--- src/core/fpmc_pkg.sv ---
// constants, register map and micro-operation codes of the micro-op datapath control
package fpmc_pkg;

  // microstate timing
  localparam int unsigned CLK_PERIOD_NS  = 100;
  localparam int unsigned T_NORMAL_NS    = 180;
  localparam int unsigned T_LONG_NS      = 240;
  localparam int unsigned NORMAL_CYCLES  = (T_NORMAL_NS + CLK_PERIOD_NS - 1) / CLK_PERIOD_NS;
  localparam int unsigned LONG_CYCLES    = (T_LONG_NS + CLK_PERIOD_NS - 1) / CLK_PERIOD_NS;
  localparam logic [1:0]  NORMAL_EXTRA   = 2'(NORMAL_CYCLES - 1);
  localparam logic [1:0]  LONG_EXTRA     = 2'(LONG_CYCLES - 1);

  // register byte offsets
  localparam logic [7:0] OFS_UOP       = 8'h00;
  localparam logic [7:0] OFS_OPERAND   = 8'h04;
  localparam logic [7:0] OFS_FRACTION  = 8'h08;
  localparam logic [7:0] OFS_ACC_OUT   = 8'h0C;
  localparam logic [7:0] OFS_DATA_IN   = 8'h10;
  localparam logic [7:0] OFS_STATUS    = 8'h14;
  localparam logic [7:0] OFS_OUT_BUF   = 8'h18;
  localparam logic [7:0] OFS_QUOTIENT  = 8'h1C;
  localparam logic [7:0] OFS_SHIFT     = 8'h20;
  localparam logic [7:0] OFS_UBREAK    = 8'h24;

  // micro-operation word fields
  localparam int unsigned UOP_CODE_LSB = 0;
  localparam int unsigned UOP_LONG_BIT = 8;
  localparam int unsigned UOP_ARG_LSB  = 12;
  localparam int unsigned UOP_FCC_BIT  = 15;

  // operand word fields
  localparam int unsigned OPD_EXPONENT_ALU_LSB = 0;
  localparam int unsigned OPD_MUL_LSB  = 12;
  localparam int unsigned OPD_SUB_BIT  = 16;
  localparam int unsigned OPD_DIV_BIT  = 17;
  localparam int unsigned OPD_NEG_BIT  = 18;
  localparam int unsigned OPD_ZERO_BIT = 19;
  localparam int unsigned OPD_QBIT_BIT = 20;
  localparam int unsigned FRC_TOP_LSB  = 0;
  localparam int unsigned FRC_SGN_LSB  = 8;

  // exponent unit bit positions
  localparam int unsigned EXPONENT_ALU_DIR_BIT = 6;
  localparam int unsigned EXPONENT_ALU_OVF_BIT = 8;

  // micro-operation codes
  localparam logic [4:0] OP_NOP         = 5'h00;
  localparam logic [4:0] OP_SET_SHORT   = 5'h01;
  localparam logic [4:0] OP_SET_LONG    = 5'h02;
  localparam logic [4:0] OP_OUT_BUFFER_LOAD   = 5'h03;
  localparam logic [4:0] OP_ONES_FILL   = 5'h04;
  localparam logic [4:0] OP_QR_CLEAR    = 5'h05;
  localparam logic [4:0] OP_QR_LOAD     = 5'h06;
  localparam logic [4:0] OP_SC_LOAD     = 5'h07;
  localparam logic [4:0] OP_PAD_SEL     = 5'h08;
  localparam logic [4:0] OP_SIGN_CLR    = 5'h09;
  localparam logic [4:0] OP_SIGN_PAD    = 5'h0A;
  localparam logic [4:0] OP_SD_SCMSB    = 5'h0B;
  localparam logic [4:0] OP_SD_SS       = 5'h0C;
  localparam logic [4:0] OP_SD_NSS      = 5'h0D;
  localparam logic [4:0] OP_SD_SS_COND  = 5'h0E;
  localparam logic [4:0] OP_SD_XOR      = 5'h0F;
  localparam logic [4:0] OP_CC_UPDATE   = 5'h10;
  localparam logic [4:0] OP_SH_DIV      = 5'h11;
  localparam logic [4:0] OP_SH_ALIGN    = 5'h12;
  localparam logic [4:0] OP_SH_MUL      = 5'h13;
  localparam logic [4:0] OP_SH_CLR      = 5'h14;
  localparam logic [4:0] OP_SH_EXPONENT_ALU     = 5'h15;
  localparam logic [4:0] OP_SH_NORM     = 5'h16;
  localparam logic [4:0] OP_UBR_LOAD    = 5'h17;
  localparam logic [4:0] OP_WAIT        = 5'h18;

  // quotient input mux choices and pad selections
  localparam logic [2:0] QMX_SHIFTER    = 3'h0;
  localparam logic [2:0] QMX_QUOTIENT   = 3'h1;
  localparam logic [1:0] PAD_DEST       = 2'h0;
  localparam logic [1:0] PAD_SRC        = 2'h1;
  localparam logic [1:0] PAD_AC6        = 2'h2;

  typedef enum logic [2:0] {
    ST_IDLE  = 3'b001,
    ST_BUSY  = 3'b010,
    ST_PAUSE = 3'b100
  } fpmc_state_t;

endpackage

--- src/core/fpmc_datapath_ctrl.sv ---
// micro-operation control of the floating-point datapath, with an AHB-Lite register slave
`timescale 1ns/1ns
`default_nettype none

module fpmc_datapath_ctrl #(
  parameter int unsigned QW = 32
) (
  input  wire logic        hclk,
  input  wire logic        hresetn,
  input  wire logic        hsel,
  input  wire logic [31:0] haddr,
  input  wire logic [1:0]  htrans,
  input  wire logic        hwrite,
  input  wire logic [2:0]  hsize,
  input  wire logic [31:0] hwdata,
  input  wire logic        hready,
  output logic             hreadyout,
  output logic             hresp,
  output logic [31:0]      hrdata,
  input  wire logic        coprocessor_attention,
  output logic             paused,
  output logic             integer_long_flag
);

  // data phase of the current bus transfer
  logic        dph_valid_q;
  logic        dph_write_q;
  logic [7:0]  dph_addr_q;
  logic        wr_en;
  logic        stall;
  logic        uop_go;

  // operands supplied by software
  logic [9:0]  exponent_alu_q;
  logic [2:0]  mul_cnt_q;
  logic        sub_q;
  logic        div_mode_q;
  logic        res_neg_q;
  logic        res_zero_q;
  logic        qbit_q;
  logic [7:0]  frac_top_q;
  logic [2:0]  pad_sign_q;
  logic [31:0] acc_output_mux_q;
  logic [31:0] data_in_mux_q;
  logic [31:0] uop_last_q;

  // datapath control state
  fpmc_pkg::fpmc_state_t state_q;
  logic [1:0]  timer_q;
  logic        il_q;
  logic [31:0] out_buffer_q;
  logic [QW-1:0] qr_q;
  logic [QW-1:0] qr_shifted;
  logic [QW-1:0] qr_filled;
  logic [9:0]  sc_q;
  logic [1:0]  sel_a_q;
  logic [1:0]  sel_bf_q;
  logic        ss_q;
  logic        sd_q;
  logic        fn_q;
  logic        fz_q;
  logic        fv_q;
  logic [2:0]  shc_count_q;
  logic        shc_left_q;
  logic        shc_inh_fr_q;
  logic        shc_inh_qr_q;
  logic        shc_range_q;
  logic [31:0] ubr_q;
  logic        pad_sign;

  // attention pin synchroniser
  logic        att_s1_q;
  logic        att_s2_q;
  logic        att_s3_q;
  logic        att_lvl_q;
  logic        att_rise;

  // micro-operation fields taken from the written word
  logic [4:0]  op_code;
  logic [2:0]  op_arg;
  logic        op_long;
  logic        op_fcc;

  assign op_code = hwdata[fpmc_pkg::UOP_CODE_LSB +: 5];
  assign op_arg  = hwdata[fpmc_pkg::UOP_ARG_LSB +: 3];
  assign op_long = hwdata[fpmc_pkg::UOP_LONG_BIT];
  assign op_fcc  = hwdata[fpmc_pkg::UOP_FCC_BIT];

  // count of left shifts until the top two bits differ
  function automatic logic [2:0] norm_count(input logic [7:0] f);
    logic [2:0] c;
    c = 3'h7;
    for (int i = 6; i >= 0; i--) begin
      if (f[7-i] != f[6-i]) begin
        c = 3'(i);
      end
    end
    return c;
  endfunction

  // ---------------- bus slave ----------------

  always_ff @(posedge hclk or negedge hresetn) begin
    if (!hresetn) begin
      dph_valid_q <= 1'b0;
      dph_write_q <= 1'b0;
      dph_addr_q  <= 8'h00;
    end else if (hready) begin
      dph_valid_q <= hsel & htrans[1];
      dph_write_q <= hwrite;
      dph_addr_q  <= haddr[7:0];
    end
  end

  // a new micro-op waits for the running microstate to end
  assign stall     = dph_valid_q & dph_write_q & (dph_addr_q == fpmc_pkg::OFS_UOP)
                   & (state_q == fpmc_pkg::ST_BUSY);
  assign hreadyout = ~stall;
  assign hresp     = 1'b0;
  assign wr_en     = dph_valid_q & dph_write_q & hreadyout;
  // while paused a micro-op is dropped rather than stalled, so the bus never locks up
  assign uop_go    = wr_en & (dph_addr_q == fpmc_pkg::OFS_UOP) & (state_q == fpmc_pkg::ST_IDLE);

  always_comb begin
    hrdata = 32'h0000_0000;
    if (dph_valid_q && !dph_write_q) begin
      case (dph_addr_q)
        fpmc_pkg::OFS_UOP:      hrdata = uop_last_q;
        fpmc_pkg::OFS_OPERAND:  hrdata = {11'h000, qbit_q, res_zero_q, res_neg_q, div_mode_q, sub_q,
                                          1'b0, mul_cnt_q, 2'h0, exponent_alu_q};
        fpmc_pkg::OFS_FRACTION: hrdata = {21'h000000, pad_sign_q, frac_top_q};
        fpmc_pkg::OFS_ACC_OUT:  hrdata = acc_output_mux_q;
        fpmc_pkg::OFS_DATA_IN:  hrdata = data_in_mux_q;
        fpmc_pkg::OFS_STATUS:   hrdata = {20'h00000, sel_bf_q, sel_a_q, state_q == fpmc_pkg::ST_BUSY,
                                          paused, fv_q, fz_q, fn_q, sd_q, ss_q, il_q};
        fpmc_pkg::OFS_OUT_BUF:  hrdata = out_buffer_q;
        fpmc_pkg::OFS_QUOTIENT: hrdata = 32'(qr_q);
        fpmc_pkg::OFS_SHIFT:    hrdata = {9'h000, shc_range_q, shc_inh_qr_q, shc_inh_fr_q, shc_left_q,
                                          shc_count_q, 6'h00, sc_q};
        fpmc_pkg::OFS_UBREAK:   hrdata = ubr_q;
        default:                hrdata = 32'h0000_0000;
      endcase
    end
  end

  // software-written operand registers
  always_ff @(posedge hclk or negedge hresetn) begin
    if (!hresetn) begin
      exponent_alu_q     <= 10'h000;
      mul_cnt_q  <= 3'h0;
      sub_q      <= 1'b0;
      div_mode_q <= 1'b0;
      res_neg_q  <= 1'b0;
      res_zero_q <= 1'b0;
      qbit_q     <= 1'b0;
      frac_top_q <= 8'h00;
      pad_sign_q <= 3'h0;
      acc_output_mux_q    <= 32'h0000_0000;
      data_in_mux_q     <= 32'h0000_0000;
      uop_last_q <= 32'h0000_0000;
    end else if (wr_en) begin
      case (dph_addr_q)
        fpmc_pkg::OFS_UOP: begin
          uop_last_q <= hwdata;
        end
        fpmc_pkg::OFS_OPERAND: begin
          exponent_alu_q     <= hwdata[fpmc_pkg::OPD_EXPONENT_ALU_LSB +: 10];
          mul_cnt_q  <= hwdata[fpmc_pkg::OPD_MUL_LSB +: 3];
          sub_q      <= hwdata[fpmc_pkg::OPD_SUB_BIT];
          div_mode_q <= hwdata[fpmc_pkg::OPD_DIV_BIT];
          res_neg_q  <= hwdata[fpmc_pkg::OPD_NEG_BIT];
          res_zero_q <= hwdata[fpmc_pkg::OPD_ZERO_BIT];
          qbit_q     <= hwdata[fpmc_pkg::OPD_QBIT_BIT];
        end
        fpmc_pkg::OFS_FRACTION: begin
          frac_top_q <= hwdata[fpmc_pkg::FRC_TOP_LSB +: 8];
          pad_sign_q <= hwdata[fpmc_pkg::FRC_SGN_LSB +: 3];
        end
        fpmc_pkg::OFS_ACC_OUT: acc_output_mux_q <= hwdata;
        fpmc_pkg::OFS_DATA_IN: data_in_mux_q  <= hwdata;
        default: ;
      endcase
    end
  end

  // ---------------- attention and microstate sequencing ----------------

  always_ff @(posedge hclk or negedge hresetn) begin
    if (!hresetn) begin
      att_s1_q  <= 1'b0;
      att_s2_q  <= 1'b0;
      att_s3_q  <= 1'b0;
      att_lvl_q <= 1'b0;
    end else begin
      att_s1_q <= coprocessor_attention;
      att_s2_q <= att_s1_q;
      att_s3_q <= att_s2_q;
      if (att_s2_q == att_s3_q) begin
        att_lvl_q <= att_s3_q;
      end
    end
  end

  assign att_rise = (att_s2_q == att_s3_q) & att_s3_q & ~att_lvl_q;

  always_ff @(posedge hclk or negedge hresetn) begin
    if (!hresetn) begin
      state_q <= fpmc_pkg::ST_IDLE;
      timer_q <= 2'h0;
    end else begin
      case (state_q)
        fpmc_pkg::ST_IDLE: begin
          if (uop_go && op_code == fpmc_pkg::OP_WAIT) begin
            state_q <= fpmc_pkg::ST_PAUSE;
          end else if (uop_go) begin
            timer_q <= op_long ? fpmc_pkg::LONG_EXTRA : fpmc_pkg::NORMAL_EXTRA;
            state_q <= fpmc_pkg::ST_BUSY;
          end
        end
        fpmc_pkg::ST_BUSY: begin
          timer_q <= timer_q - 2'h1;
          if (timer_q == 2'h1) begin
            state_q <= fpmc_pkg::ST_IDLE;
          end
        end
        fpmc_pkg::ST_PAUSE: begin
          if (att_rise) begin
            state_q <= fpmc_pkg::ST_IDLE;
          end
        end
        default: state_q <= fpmc_pkg::ST_IDLE;
      endcase
    end
  end

  assign paused            = (state_q == fpmc_pkg::ST_PAUSE);
  assign integer_long_flag = il_q;

  // ---------------- datapath registers ----------------

  always_ff @(posedge hclk or negedge hresetn) begin
    if (!hresetn) begin
      il_q <= 1'b0;
    end else if (uop_go && op_code == fpmc_pkg::OP_SET_SHORT) begin
      il_q <= 1'b0;
    end else if (uop_go && op_code == fpmc_pkg::OP_SET_LONG) begin
      il_q <= 1'b1;
    end
  end

  always_ff @(posedge hclk or negedge hresetn) begin
    if (!hresetn) begin
      out_buffer_q <= 32'h0000_0000;
      ubr_q  <= 32'h0000_0000;
      sc_q   <= 10'h000;
    end else if (uop_go) begin
      if (op_code == fpmc_pkg::OP_OUT_BUFFER_LOAD) begin
        out_buffer_q <= acc_output_mux_q;
      end
      if (op_code == fpmc_pkg::OP_UBR_LOAD) begin
        ubr_q <= data_in_mux_q;
      end
      if (op_code == fpmc_pkg::OP_SC_LOAD) begin
        sc_q <= exponent_alu_q;
      end
    end
  end

  // an out-of-range count empties the register instead of wrapping
  always_comb begin
    if (shc_inh_qr_q) begin
      qr_shifted = qr_q;
    end else if (!shc_range_q) begin
      qr_shifted = '0;
    end else if (shc_left_q) begin
      qr_shifted = qr_q << shc_count_q;
    end else begin
      qr_shifted = qr_q >> shc_count_q;
    end
  end

  // the argument holds the number of ones minus one
  assign qr_filled = (qr_q >> ({1'b0, op_arg} + 4'h1)) | ~({QW{1'b1}} >> ({1'b0, op_arg} + 4'h1));

  always_ff @(posedge hclk or negedge hresetn) begin
    if (!hresetn) begin
      qr_q <= '0;
    end else if (uop_go) begin
      case (op_code)
        fpmc_pkg::OP_QR_CLEAR:  qr_q <= '0;
        fpmc_pkg::OP_ONES_FILL: qr_q <= qr_filled;
        fpmc_pkg::OP_QR_LOAD: begin
          if (op_arg == fpmc_pkg::QMX_SHIFTER) begin
            qr_q <= qr_shifted;
          end else if (op_arg == fpmc_pkg::QMX_QUOTIENT && div_mode_q) begin
            qr_q <= {qr_q[QW-2:0], qbit_q};
          end
        end
        default: ;
      endcase
    end
  end

  always_ff @(posedge hclk or negedge hresetn) begin
    if (!hresetn) begin
      sel_a_q  <= fpmc_pkg::PAD_DEST;
      sel_bf_q <= fpmc_pkg::PAD_DEST;
    end else if (uop_go && op_code == fpmc_pkg::OP_PAD_SEL) begin
      case (op_arg)
        3'h0: begin sel_a_q <= fpmc_pkg::PAD_DEST; sel_bf_q <= fpmc_pkg::PAD_DEST; end
        3'h1: begin sel_a_q <= fpmc_pkg::PAD_DEST; sel_bf_q <= fpmc_pkg::PAD_SRC;  end
        3'h2: begin sel_a_q <= fpmc_pkg::PAD_SRC;  sel_bf_q <= fpmc_pkg::PAD_DEST; end
        3'h3: begin sel_a_q <= fpmc_pkg::PAD_SRC;  sel_bf_q <= fpmc_pkg::PAD_SRC;  end
        3'h4: begin sel_a_q <= fpmc_pkg::PAD_AC6;  sel_bf_q <= fpmc_pkg::PAD_AC6;  end
        default: ;
      endcase
    end
  end

  // the sign travels with the fraction pad
  assign pad_sign = (sel_bf_q == fpmc_pkg::PAD_AC6) ? pad_sign_q[2] : pad_sign_q[sel_bf_q[0]];

  always_ff @(posedge hclk or negedge hresetn) begin
    if (!hresetn) begin
      ss_q <= 1'b0;
      sd_q <= 1'b0;
    end else if (uop_go) begin
      case (op_code)
        fpmc_pkg::OP_SIGN_CLR: begin
          ss_q <= 1'b0;
          sd_q <= 1'b0;
        end
        fpmc_pkg::OP_SIGN_PAD: begin
          ss_q <= pad_sign;
          sd_q <= pad_sign;
        end
        fpmc_pkg::OP_SD_SCMSB:   sd_q <= sc_q[9];
        fpmc_pkg::OP_SD_SS:      sd_q <= ss_q;
        fpmc_pkg::OP_SD_NSS:     sd_q <= ~ss_q;
        fpmc_pkg::OP_SD_SS_COND: sd_q <= ss_q ^ sub_q;
        fpmc_pkg::OP_SD_XOR:     sd_q <= ss_q ^ sd_q;
        default: ;
      endcase
    end
  end

  always_ff @(posedge hclk or negedge hresetn) begin
    if (!hresetn) begin
      fn_q <= 1'b0;
      fz_q <= 1'b0;
      fv_q <= 1'b0;
    end else if (uop_go && op_code == fpmc_pkg::OP_CC_UPDATE) begin
      fn_q <= res_neg_q;
      fz_q <= res_zero_q;
      if (op_fcc) begin
        fv_q <= exponent_alu_q[fpmc_pkg::EXPONENT_ALU_OVF_BIT];
      end
    end
  end

  // ---------------- shift control ----------------

  always_ff @(posedge hclk or negedge hresetn) begin
    if (!hresetn) begin
      shc_count_q  <= 3'h0;
      shc_left_q   <= 1'b0;
      shc_inh_fr_q <= 1'b0;
      shc_inh_qr_q <= 1'b0;
      shc_range_q  <= 1'b1;
    end else if (uop_go) begin
      case (op_code)
        fpmc_pkg::OP_SH_DIV: begin
          shc_count_q  <= norm_count(frac_top_q);
          shc_left_q   <= 1'b1;
          shc_inh_fr_q <= 1'b0;
          shc_inh_qr_q <= 1'b0;
          shc_range_q  <= 1'b1;
        end
        fpmc_pkg::OP_SH_ALIGN: begin
          shc_count_q  <= exponent_alu_q[2:0];
          shc_left_q   <= 1'b0;
          shc_inh_fr_q <= sc_q[9];
          shc_inh_qr_q <= ~sc_q[9];
          shc_range_q  <= 1'b1;
        end
        fpmc_pkg::OP_SH_MUL: begin
          shc_count_q  <= mul_cnt_q;
          shc_left_q   <= 1'b0;
          shc_inh_fr_q <= 1'b0;
          shc_inh_qr_q <= 1'b0;
          shc_range_q  <= 1'b1;
        end
        fpmc_pkg::OP_SH_CLR: begin
          shc_count_q  <= 3'h0;
          shc_range_q  <= 1'b1;
        end
        fpmc_pkg::OP_SH_EXPONENT_ALU: begin
          shc_count_q  <= exponent_alu_q[2:0];
          shc_left_q   <= ~exponent_alu_q[fpmc_pkg::EXPONENT_ALU_DIR_BIT];
          shc_inh_fr_q <= 1'b0;
          shc_inh_qr_q <= 1'b0;
          shc_range_q  <= exponent_alu_q[fpmc_pkg::EXPONENT_ALU_DIR_BIT] ? (exponent_alu_q[5:3] == 3'h7) : (exponent_alu_q[5:3] == 3'h0);
        end
        fpmc_pkg::OP_SH_NORM: begin
          shc_count_q  <= norm_count(frac_top_q);
          shc_left_q   <= 1'b1;
          shc_inh_fr_q <= 1'b0;
          shc_inh_qr_q <= 1'b1;
          shc_range_q  <= 1'b1;
        end
        default: ;
      endcase
    end
  end

endmodule // fpmc_datapath_ctrl

`default_nettype wire

--- config.mk ---
export PLATFORM = sky130hd
export DESIGN_NAME = fpmc_datapath_ctrl
export DESIGN_NICKNAME = d
export VERILOG_FILES = /design/src/core/fpmc_pkg.sv /design/src/core/fpmc_datapath_ctrl.sv
export SDC_FILE = /design/constraint.sdc
export NUM_CORES = 1
export LEC_CHECK = 0
export BUFFER_PORTS_ARGS = -buffer_cell sky130_fd_sc_hd__clkbuf_2
export CAP_MARGIN = 15
export CORE_ASPECT_RATIO = 0.8
export CORE_MARGIN = 2
export CORE_UTILIZATION = 35
export CTS_CLUSTER_DIAMETER = 200
export DETAILED_ROUTE_END_ITERATION = 16
export PLACE_DENSITY = 0.56
export SETUP_SLACK_MARGIN = 0.3
export SLEW_MARGIN = 10
export SYNTH_ARGS = -nofsm -noshare
export SYNTH_HDL_FRONTEND = slang
export SYNTH_SLANG_ARGS = --single-unit
--- constraint.sdc ---
create_clock -name hclk -period 3.3 [get_ports hclk]
set_input_delay 0.66 -clock hclk [delete_from_list [all_inputs] [get_ports hclk]]
set_output_delay 0.66 -clock hclk [all_outputs]
set_load 0.05 [all_outputs]
==> qor.yml, run 1 <==
cts_sinks: 267
layout.nets: 1644
grtUsageMet2: 0.353
die_x_um: 247
gp_congestion: 0.904
leakage_uw: 0.00815
numCtsBuffers: 30
violations: "negative setup slack"
ys.flop_type: "dfrtp_1"
period_share: 1.04
grt_max_degree: 79
synth_seq_cells: 267
setup_viol: 26
avgSynthCellArea_um2: 11.2
status: "finished with violations"
ant_nets: 0
clock_latency_ns: 0.59
start_kind: "flop"
startpoint: "dph_addr_q[5]"
gr-max-usage-layer: "met1"
worst_pin_slew_ns: 0.740
dp_slack_ns: 0.258
worstHoldPathType: "input pin to asynchronous set/reset pin"
required_ns: 2.64
overflow: 0
wire_per_inst_um: 27.1
initialDrtViolationCount: 1641
synthTopCellsByArea: "dfrtp_1, mux2_2, mux4_2"
synth_edf_count: 0
die_area_mm2: 0.0492
cp_max_fo: 2
max_freq_mhz: 293
synth_fp_nets: 1560
route.detailed.drc: 0
relSlewSlack: 0.507
num_rows: 71
cts_tree: "built"
finClkSkew_ns: 0.0251
period_needed_ns: 3.42
synth_async_sr_flop_share: 1.00
ir_drop_v: 0.000395
place_hpwl_um: 39300
syn-instance-count: 1483
track_usage: 0.243
vias: 14100
grt_pass1_vias: 13600
yosysTopAreaCell: "dfrtp_1"
gr-usage-met3: 0.0501
hold_violations: 0
dieHeight_um: 199
io_buffers: 81
crit_type: "flop to output port"
layout-drive-gt1-share: 0.424
initial_core_util: 0.354
clkSlewWorstSetupHoldPaths_ns: 0.06
via_per_inst: 6.39
antenna_found_initial: 1
r2r_cells: 10
cp-end-kind: "output port"
maxCapViolations: 0
fin_ws_ns: -0.116
r2r_setup_slack_ns: 0.48
core_area_mm2: 0.0469
io_pins: 111
synth_top_area_frac: 0.400
finalMaxSlewViolations: 0
cts_buffer_depth: 3
rsz0062_at_grt: "true"
synth_cell_types: 85
firstDrtPassIters: 6
wl_um: 59900
reg2reg_to: "out_buffer_q[23]"
post-route-util: 0.443
htreeDepth: 1
synth_seq_area_share: 0.403
grt_pass1_wl_um: 90800
reg2reg_from: "dph_addr_q[1]"
syn_area_mm2: 0.0166
use_met1: 0.371
cp.arrival_ns: 2.76
holdBufCountCts: 0
clockRootBuffer: "clkbuf_16"
ys_warn_count: 0
p_per_area_mw_per_mm2: 371
syn2layout_area_growth_pct: 25.2
## power by group
group,switching [µW],total (µW),internal (µW)
Combinational,373,670,298
Clock,1450,3530,2070
Sequential,148,3520,3370
Total,1970,7720,5740
## how the worst max path moves through the flow
stage          cells past startpoint  slack (ns)         end
6_report                           6       -0.12  hrdata[17]
5_1_grt                            9       -0.19  hrdata[13]
4_1_cts                            6       -0.15  hrdata[17]
3_5_place_dp                       6        0.26  hrdata[14]
3_3_place_gp                       6        0.27  hrdata[14]
2_1_floorplan                      7        0.16  hrdata[17]
## layer usage
metal / vias to the layer above / routed length, µm
met5: - / 0
met1: 7333 / 27100
met2: 766 / 25600
met4: 0 / 1240
li1: 5944 / -
met3: 83 / 5940
## kinds of logic after synthesis
group	Yosys count	synth area share
compound gates	370	0.163
fa+ha+maj	2	0.00151
buf+inv	170	0.0461
xor+xnor	2	0.00106
simple gates	297	0.0978
flops	267	0.403
mux	374	0.288
other cells	1	0.000226
## Yosys cell counts (all sizes together) (6+ instances only)
library cell	n
dfrtp	265
mux2	237
nor2	93
mux2i	81
buf	80
clkbuf	77
nand2	59
mux4	56
a21oi	55
a22oi	50
a31oi	37
a221oi	34
o21ai	34
a22o	28
nor3	25
nand3	18
o22ai	17
a222oi	14
nand2b	13
inv	12
nor2b	12
a2111oi	11
a211oi	11
and2	11
nor3b	11
nor4	11
o2bb2ai	11
nand4	10
o22a	8
o221ai	6
o311ai	6
## critical path, cell delays in order (launching register included)
cell and delay [ns]:
dfrtp_1 0.41, or4b_4 0.56, or4_4 0.51, nor2_4 0.14, a221oi_2 0.05, a31oi_2 0.32, buf_12 0.18
## cell usage in the layout (no fill, tap or decap), drive strengths merged, types with 18 or more instances in the layout
cell type,count
mux2i,81
nor3,25
mux4,56
a22o,28
a221oi,34
a21oi,55
buf,159
clkbuf,89
a22oi,50
o21ai,34
nand3,18
dfrtp,265
nand2,59
nor2,93
a31oi,37
mux2,237
## flip-flops by register name, indices dropped and copies added, names as in the netlist, 2 cells and up
| signal | flops |
|---|---|
| acc_output_mux_q | 32 |
| data_in_mux_q | 32 |
| out_buffer_q | 32 |
| qr_q | 32 |
| ubr_q | 32 |
| uop_last_q | 32 |
| exponent_alu_q | 10 |
| sc_q | 10 |
| dph_addr_q | 8 |
| frac_top_q | 8 |
| mul_cnt_q | 3 |
| pad_sign_q | 3 |
| shc_count_q | 3 |
| state_q | 3 |
| sel_a_q | 2 |
| sel_bf_q | 2 |
| timer_q | 2 |
## through the flow
stage               setup TNS [ns]  cells  cell area (µm²)  hold WS, ns  total power (µW)
floorplan                        0   1483            17000        0.331              3880
global placement                 0   2119            18900        0.333              4160
detailed placement               0   2119            18900        0.343              4180
CTS                          -2.28   2183            20300       0.0972              7720
global route                 -3.41   2209            20800        0.104              7970
finish                       -1.27   2209            20800       0.0669              7720
## repair_timing
| item | CTS | global route |
|---|---|---|
| resized for setup | 52 | 61 |
| cloned | 4 | 2 |
| endpoints found under the setup margin | 33 | 33 |
| endpoints found under the hold margin | 0 | 0 |
| pin swaps | 30 | 39 |
| buffers inserted | 7 | 23 |
## area by class of cell
| cell class | count | area (µm²) |
|---|---|---|
| Clock inverter | 14 | 196 |
| Antenna cell | 1 | 2.50 |
| Inverter | 13 | 48.8 |
| Multi-Input combinational cell | 1046 | 9980 |
| Fill cell | 4369 | 26100 |
| Tap cell | 620 | 776 |
| Timing Repair Buffer | 209 | 2260 |
| Clock buffer | 39 | 825 |
| Sequential cell | 267 | 6700 |
No activity file was read; power rests on OpenSTA's default activity.
==> inputs of run 2 (changes only) <==
- CORE_ASPECT_RATIO: 0.8 -> unset
==> run 2 against run 1 <==
  * The flow finishes with violations (design-rule violations, negative setup slack)
  * Die area hardly changed
  * Worst hold slack better by 0.073 ns
  * First-iteration DRC count is 16% lower
  * Final cell count is 1.4% higher
  * Sequential cell count stayed put
  * Via count is 0.42% higher
  * Global-route usage is 0.41 points higher
  * Clock power is 18% higher
  * Combinational power is 8.1% higher
  * Non-clock buffer count is 35 higher
  * Wire length is 2.6% higher
  * Sequential share of layout area is 1.2 points lower
  * Largest cell class unchanged
  * Largest power group unchanged
==> qor.yml, run 2 (synthesized netlist as in run 1, its figures left out) <==
p_per_area_mw_per_mm2: 389  # +4.9%
worstHoldPathType: "input pin to asynchronous set/reset pin"
final_cell_mix: "dfrtp_1, mux2_2, buf_4"
crit_type: "flop to output port"
grt_pass1_vias: 14300  # +5.3%
internal_power_uw: 6280  # +9.4%
worst_pin_slew_ns: 0.918  # +0.178 ns
ir_drop_v: 0.000428  # +8.3%
htreeDepth: 2  # +1
dp_slack_ns: 0.239  # -0.0190 ns
ant_nets: 0  # unchanged
p_comb_frac: 0.086  # about the same
r2r_cells: 10  # unchanged
hold_violations: 0  # unchanged
period_share: 1.03  # -0.00212
cpPeakStageDelay_ns: 0.59  # +0.03 ns
via_per_inst: 6.33  # -0.97%
fin_ws_ns: -0.109  # +0.00699 ns
r2r_setup_slack_ns: 0.39  # -0.09 ns
fill_cells: 4214  # -3.5%
io_buffers: 81  # unchanged
antenna_found_initial: 1  # unchanged
finalMaxSlewViolations: 0  # unchanged
crit_slowest_cell: "or4b_4"
path_delay_family: "simple AND/OR/NAND/NOR gates"
grt_pass1_wl_um: 92600  # +1.9%
cp-end-kind: "output port"
vias: 14200  # +0.42%
firstDrtPassIters: 12  # +6
start_kind: "flop"
wire_per_inst_um: 27.5  # +1.2%
seq_power_share: 0.419  # -0.037
post-route-util: 0.463  # +0.0194
initial_core_util: 0.356  # +0.00190
path_cells: "or4b_4 > or4_4 > nor2_4 > a221oi_2 > a31oi_2 > buf_12"
holdBufCountCts: 0  # unchanged
place_hpwl_um: 38400  # -2.5%
ff_latch_area_mm2: 0.00670  # about the same
io_pins: 111  # unchanged
wl_um: 61500  # +2.6%
die_area_mm2: 0.0492  # about the same
cts_buffer_depth: 3  # unchanged
layout.nets: 1684  # +2.4%
dieHeight_um: 222  # +12%
total_power_uw: 8400  # +8.9%
setup_viol: 24  # -7.7%
cts_tree: "built"
route.detailed.drc: 2  # +2
status: "finished with violations"
cp_max_fo: 4  # +2
max_freq_mhz: 293  # +0.20%
finClkSkew_ns: 0.0225  # -0.00264 ns
cp.arrival_ns: 2.75  # about the same
multi_input_area_mm2: 0.0100  # +0.21%
clockRootBuffer: "clkbuf_16"
die_x_um: 222  # -10%
initialDrtViolationCount: 1384  # -16%
p_switching_uw: 2120  # +7.4%
cts_sinks: 267  # unchanged
core_area_mm2: 0.0467  # -0.53%
layout-drive-gt1-share: 0.439  # +0.0149
layout_commonest_cell: "dfrtp_1"
reg2reg_from: "dph_addr_q[1]"
maxCapViolations: 0  # unchanged
grt_max_degree: 103  # +30%
rsz0062_at_grt: "true"
overflow: 0  # unchanged
leakage_uw: 0.00853  # +4.6%
numCtsBuffers: 35  # +17%
violations: "design-rule violations, negative setup slack"
gp_congestion: 0.900  # -0.48%
period_needed_ns: 3.41  # -0.00699 ns
pwr-share-clk: 0.495  # +0.038
clkSlewWorstSetupHoldPaths_ns: 0.06  # about the same
num_rows: 79  # +11%
required_ns: 2.64  # about the same
relSlewSlack: 0.388  # -0.119
track_usage: 0.247  # +0.00407
swShare: 0.252  # -0.00356
critPathBufInv: 1  # unchanged
syn2layout_area_growth_pct: 30.0
reg2reg_to: "out_buffer_q[18]"
clock_latency_ns: 0.57  # -0.02 ns
==> run 2: routing by layer <==
layer	GRT usage	part of all wire	wire, µm	up-vias
li1	-	-	-	6006
met1	0.326	0.40	24800	7256
met2	0.399	0.47	28700	753
met3	0.0423	0.080	4930	169
met4	0.111	0.048	2970	2
met5	0	0.00016	10	-
==> run 2: how the worst max path moves through the flow <==
stage | startpoint | to | slack, ns | cells past startpoint
2_1_floorplan | dph_addr_q[5] | hrdata[17] | 0.16 | 7
3_3_place_gp | dph_addr_q[5] | hrdata[17] | 0.24 | 6
3_5_place_dp | dph_addr_q[5] | hrdata[17] | 0.24 | 6
4_1_cts | dph_addr_q[6] | hrdata[17] | -0.08 | 6
5_1_grt | dph_addr_q[5] | hrdata[17] | -0.15 | 6
6_report | dph_addr_q[6] | hrdata[17] | -0.11 | 6
==> run 2: repair_timing <==
| action | 4_1_cts | 5_1_grt |
|---|---|---|
| gates cloned | 12 | 1 |
| setup endpoints to repair | 33 | 34 |
| setup buffers | 38 | 13 |
| resized for setup | 99 | 26 |
| pin swaps | 45 | 26 |
==> run 2: cell type report <==
| cell class | count | area share |
|---|---|---|
| inverter | 13 | 0.00226 |
| multi-input combinational | 1046 | 0.464 |
| timing repair buffer | 244 | 0.131 |
| clock inverter | 15 | 0.0129 |
| sequential | 267 | 0.310 |
| tap | 607 | 0.0352 |
| clock buffer | 47 | 0.0451 |
| antenna | 1 | 0.000116 |
==> run 2: through the flow <==
stage / hold WS [ns] / cells / setup TNS (ns) / instance area (µm²)
finish: 0.140 / 2240 / -0.812 / 21600
global route: 0.186 / 2239 / -2.76 / 21600
CTS: 0.187 / 2225 / -0.555 / 21300
detailed placement: 0.346 / 2113 / 0 / 19000
global placement: 0.342 / 2113 / 0 / 19000
floorplan: 0.331 / 1483 / 0 / 17000
==> run 2: power by group through the flow <==
stage	clock network (µW)	registers, µW	logic, µW
after global placement	0	3560	606
after global routing	4370	3530	780
final	4160	3520	724
after CTS	4230	3510	706
after floorplan	0	3490	393
after detailed placement	0	3570	617
==> inputs of run 3 (changes only) <==
- BUFFER_PORTS_ARGS: -buffer_cell sky130_fd_sc_hd__clkbuf_2 -> unset
- CTS_CLUSTER_SIZE: unset -> 24
- DONT_BUFFER_PORTS: unset -> 1
- PLACE_DENSITY: 0.56 -> 0.54
==> run 3 against run 2 <==
  * The run ends with design-rule violations, negative hold slack left
  * Non-clock buffer count fell by 91
  * Sequential share of layout area rose by 2.4 points
  * Via count fell by 5.0%
  * Design area fell by 7.2%
  * Setup slack improved by 0.14 ns
  * Sequential cell count did not move
  * Wire length fell by 4.0%
  * Highest routed layer unchanged
  * Critical path type unchanged
  * Die area did not move
  * Global-route usage fell by 1.2 points
  * First-iteration DRC count fell by 5.1%
  * Count of clock-buffer cells in the layout fell by 29
  * Clock skew rose by 0.029 ns
==> qor.yml, run 3 (synthesized netlist as in run 1, its figures left out) <==
status: "finished with violations"
violations: "design-rule violations, negative hold slack"
initial_core_util: 0.356  # unchanged
relSlewSlack: 0.219  # -0.169
p_per_area_mw_per_mm2: 302  # -22%
dpl-instance-area_mm2: 0.0184  # -2.8%
ant_nets: 0  # unchanged
num_rows: 79  # unchanged
worstHoldPathType: "input pin to asynchronous set/reset pin"
gr-usage-met3: 0.0311  # -0.0111
crit_slowest_cell: "or4b_4"
die_area_mm2: 0.0492  # unchanged
final_cell_mix: "dfrtp_1, mux2_2, nor2_1"
cp_max_fo: 7  # +3
period_needed_ns: 3.27  # -0.136 ns
timing.critical_path.mode_cell: "buf_12"
via_per_inst: 6.40  # +1.1%
cp-end-kind: "output port"
cts_sinks: 267  # unchanged
numCtsBuffers: 15  # -57%
dieHeight_um: 222  # unchanged
wire_per_inst_um: 28.0  # +2.1%
firstDrtPassIters: 13  # +1
io_pins: 111  # unchanged
antenna_cells: 0  # -1
clockRootBuffer: "clkbuf_16"
ir_drop_v: 0.000436  # +1.9%
gr-max-usage-layer: "met2"
core_area_mm2: 0.0467  # unchanged
rsz0062_at_grt: "true"
start_kind: "flop"
route.detailed.drc: 1  # -1
gp_congestion: 0.891  # -1.0%
cts_buffer_depth: 3  # unchanged
cts_tree: "built"
dp_cells: 2036  # -3.6%
wl_um: 59000  # -4.0%
timing.setup.tns_ns: 0  # +0.812 ns
grt_max_degree: 268  # +160%
final_area_mm2: 0.0200  # -7.2%
io_buffers: 0  # -100%
initialDrtViolationCount: 1313  # -5.1%
overflow: 0  # unchanged
crit_type: "flop to output port"
layout-drive-gt1-share: 0.391  # -0.0481
required_ns: 2.64  # about the same
clock_latency_ns: 0.53  # -0.04 ns
use_met1: 0.330  # +0.00407
period_share: 0.992  # -0.0412
instances_no_fill: 2105  # -6.0%
fin_hold_ws_ns: -0.153  # -0.293 ns
track_usage: 0.235  # -0.0117
clkSlewWorstSetupHoldPaths_ns: 0.11  # +0.05 ns
die_x_um: 222  # unchanged
syn2layout_area_growth_pct: 20.6
max_freq_mhz: 305  # +4.2%
maxCapViolations: 0  # unchanged
hold_violations: 60  # +60
grt_pass1_wl_um: 89700  # -3.1%
htreeDepth: 1  # -1
leakage_uw: 0.00766  # -10%
path_cells: "or4b_4 > nor2_4 > buf_6 > buf_12 > buf_16 > a222oi_1 > a31oi_4 > buf_12"
setup_viol: 0  # -100%
reg2reg_from: "shc_left_q"
layout.nets: 1573  # -6.6%
cpPeakStageDelay_ns: 0.61  # +0.02 ns
worst_pin_slew_ns: 1.17  # +0.253 ns
antenna_found_initial: 1  # unchanged
vias: 13500  # -5.0%
post-route-util: 0.429  # -0.0334
finalMaxSlewViolations: 0  # unchanged
finClkSkew_ns: 0.0513  # +0.0288 ns
grtUsageMet2: 0.382  # -0.0165
cp.arrival_ns: 2.61  # -0.14 ns
startpoint: "dph_addr_q[1]"
place_hpwl_um: 36900  # -3.9%
layout_commonest_cell: "dfrtp_1"
grt_pass1_vias: 13700  # -4.2%
==> run 3: stage by stage <==
stage	setup WS (ns)	total power (µW)
final	0.0265	6040
after global routing	-0.0471	6260
after CTS	-0.0560	6040
after detailed placement	0.278	3990
after global placement	0.302	3980
after floorplan	0.164	3880
==> run 3: area by class of cell <==
class	instances	area [µm²]
multi-input cells	1046	10100
inverters	13	48.8
flip-flops and latches	267	6690
repair buffers	153	2040
fillers	4408	26600
well taps	607	759
clock buffers	18	387
clock inverters	1	30.0
==> run 3: what timing repair did <==
| item | CTS | global route |
|---|---|---|
| setup endpoints to repair | 32 | 33 |
| resized for setup | 77 | 33 |
| setup buffers | 22 | 19 |
| pin swaps | 30 | 45 |
| endpoints found under the hold margin | 265 | 265 |
| cloned | 5 | 4 |
==> run 3: final timing paths <==
path / end / slack, ns / cells after the start
worst max-delay path: hrdata[12] / 0.03 / 8
worst min-delay path: qr_q[11] / -0.15 / 0
worst max register to register: qr_q[8] / 0.43 / 5
worst min register to register: att_s2_q / 0.36 / 0
max in group asynchronous: ubr_q[12] / 2.51 / 0
min in group hclk: att_s1_q / 0.18 / 0
==> run 3: metal layers <==
| layer | wire [µm] | up-vias | part of all wire |
|---|---|---|---|
| met4 | 1430 | 2 | 0.024 |
| met1 | 25600 | 7074 | 0.43 |
| met3 | 3900 | 93 | 0.066 |
| met2 | 28100 | 551 | 0.48 |
| met5 | 11 | - | 0.00019 |
| li1 | - | 5762 | - |
==> run 3: worst max-delay path: cells and delay by family (launching register included) <==
kind                   cells  cell delay, ns
and+or+nand+nor            2            0.76
buffers and inverters      4            0.52
DFF                        1            0.46
AOI/OAI and AO/OA          2            0.36
==> run 3: power by group <==
group | switching [µW] | internal, µW | total, µW
clock | 1170 | 856 | 2020
sequential | 145 | 3370 | 3510
combinational | 232 | 275 | 507
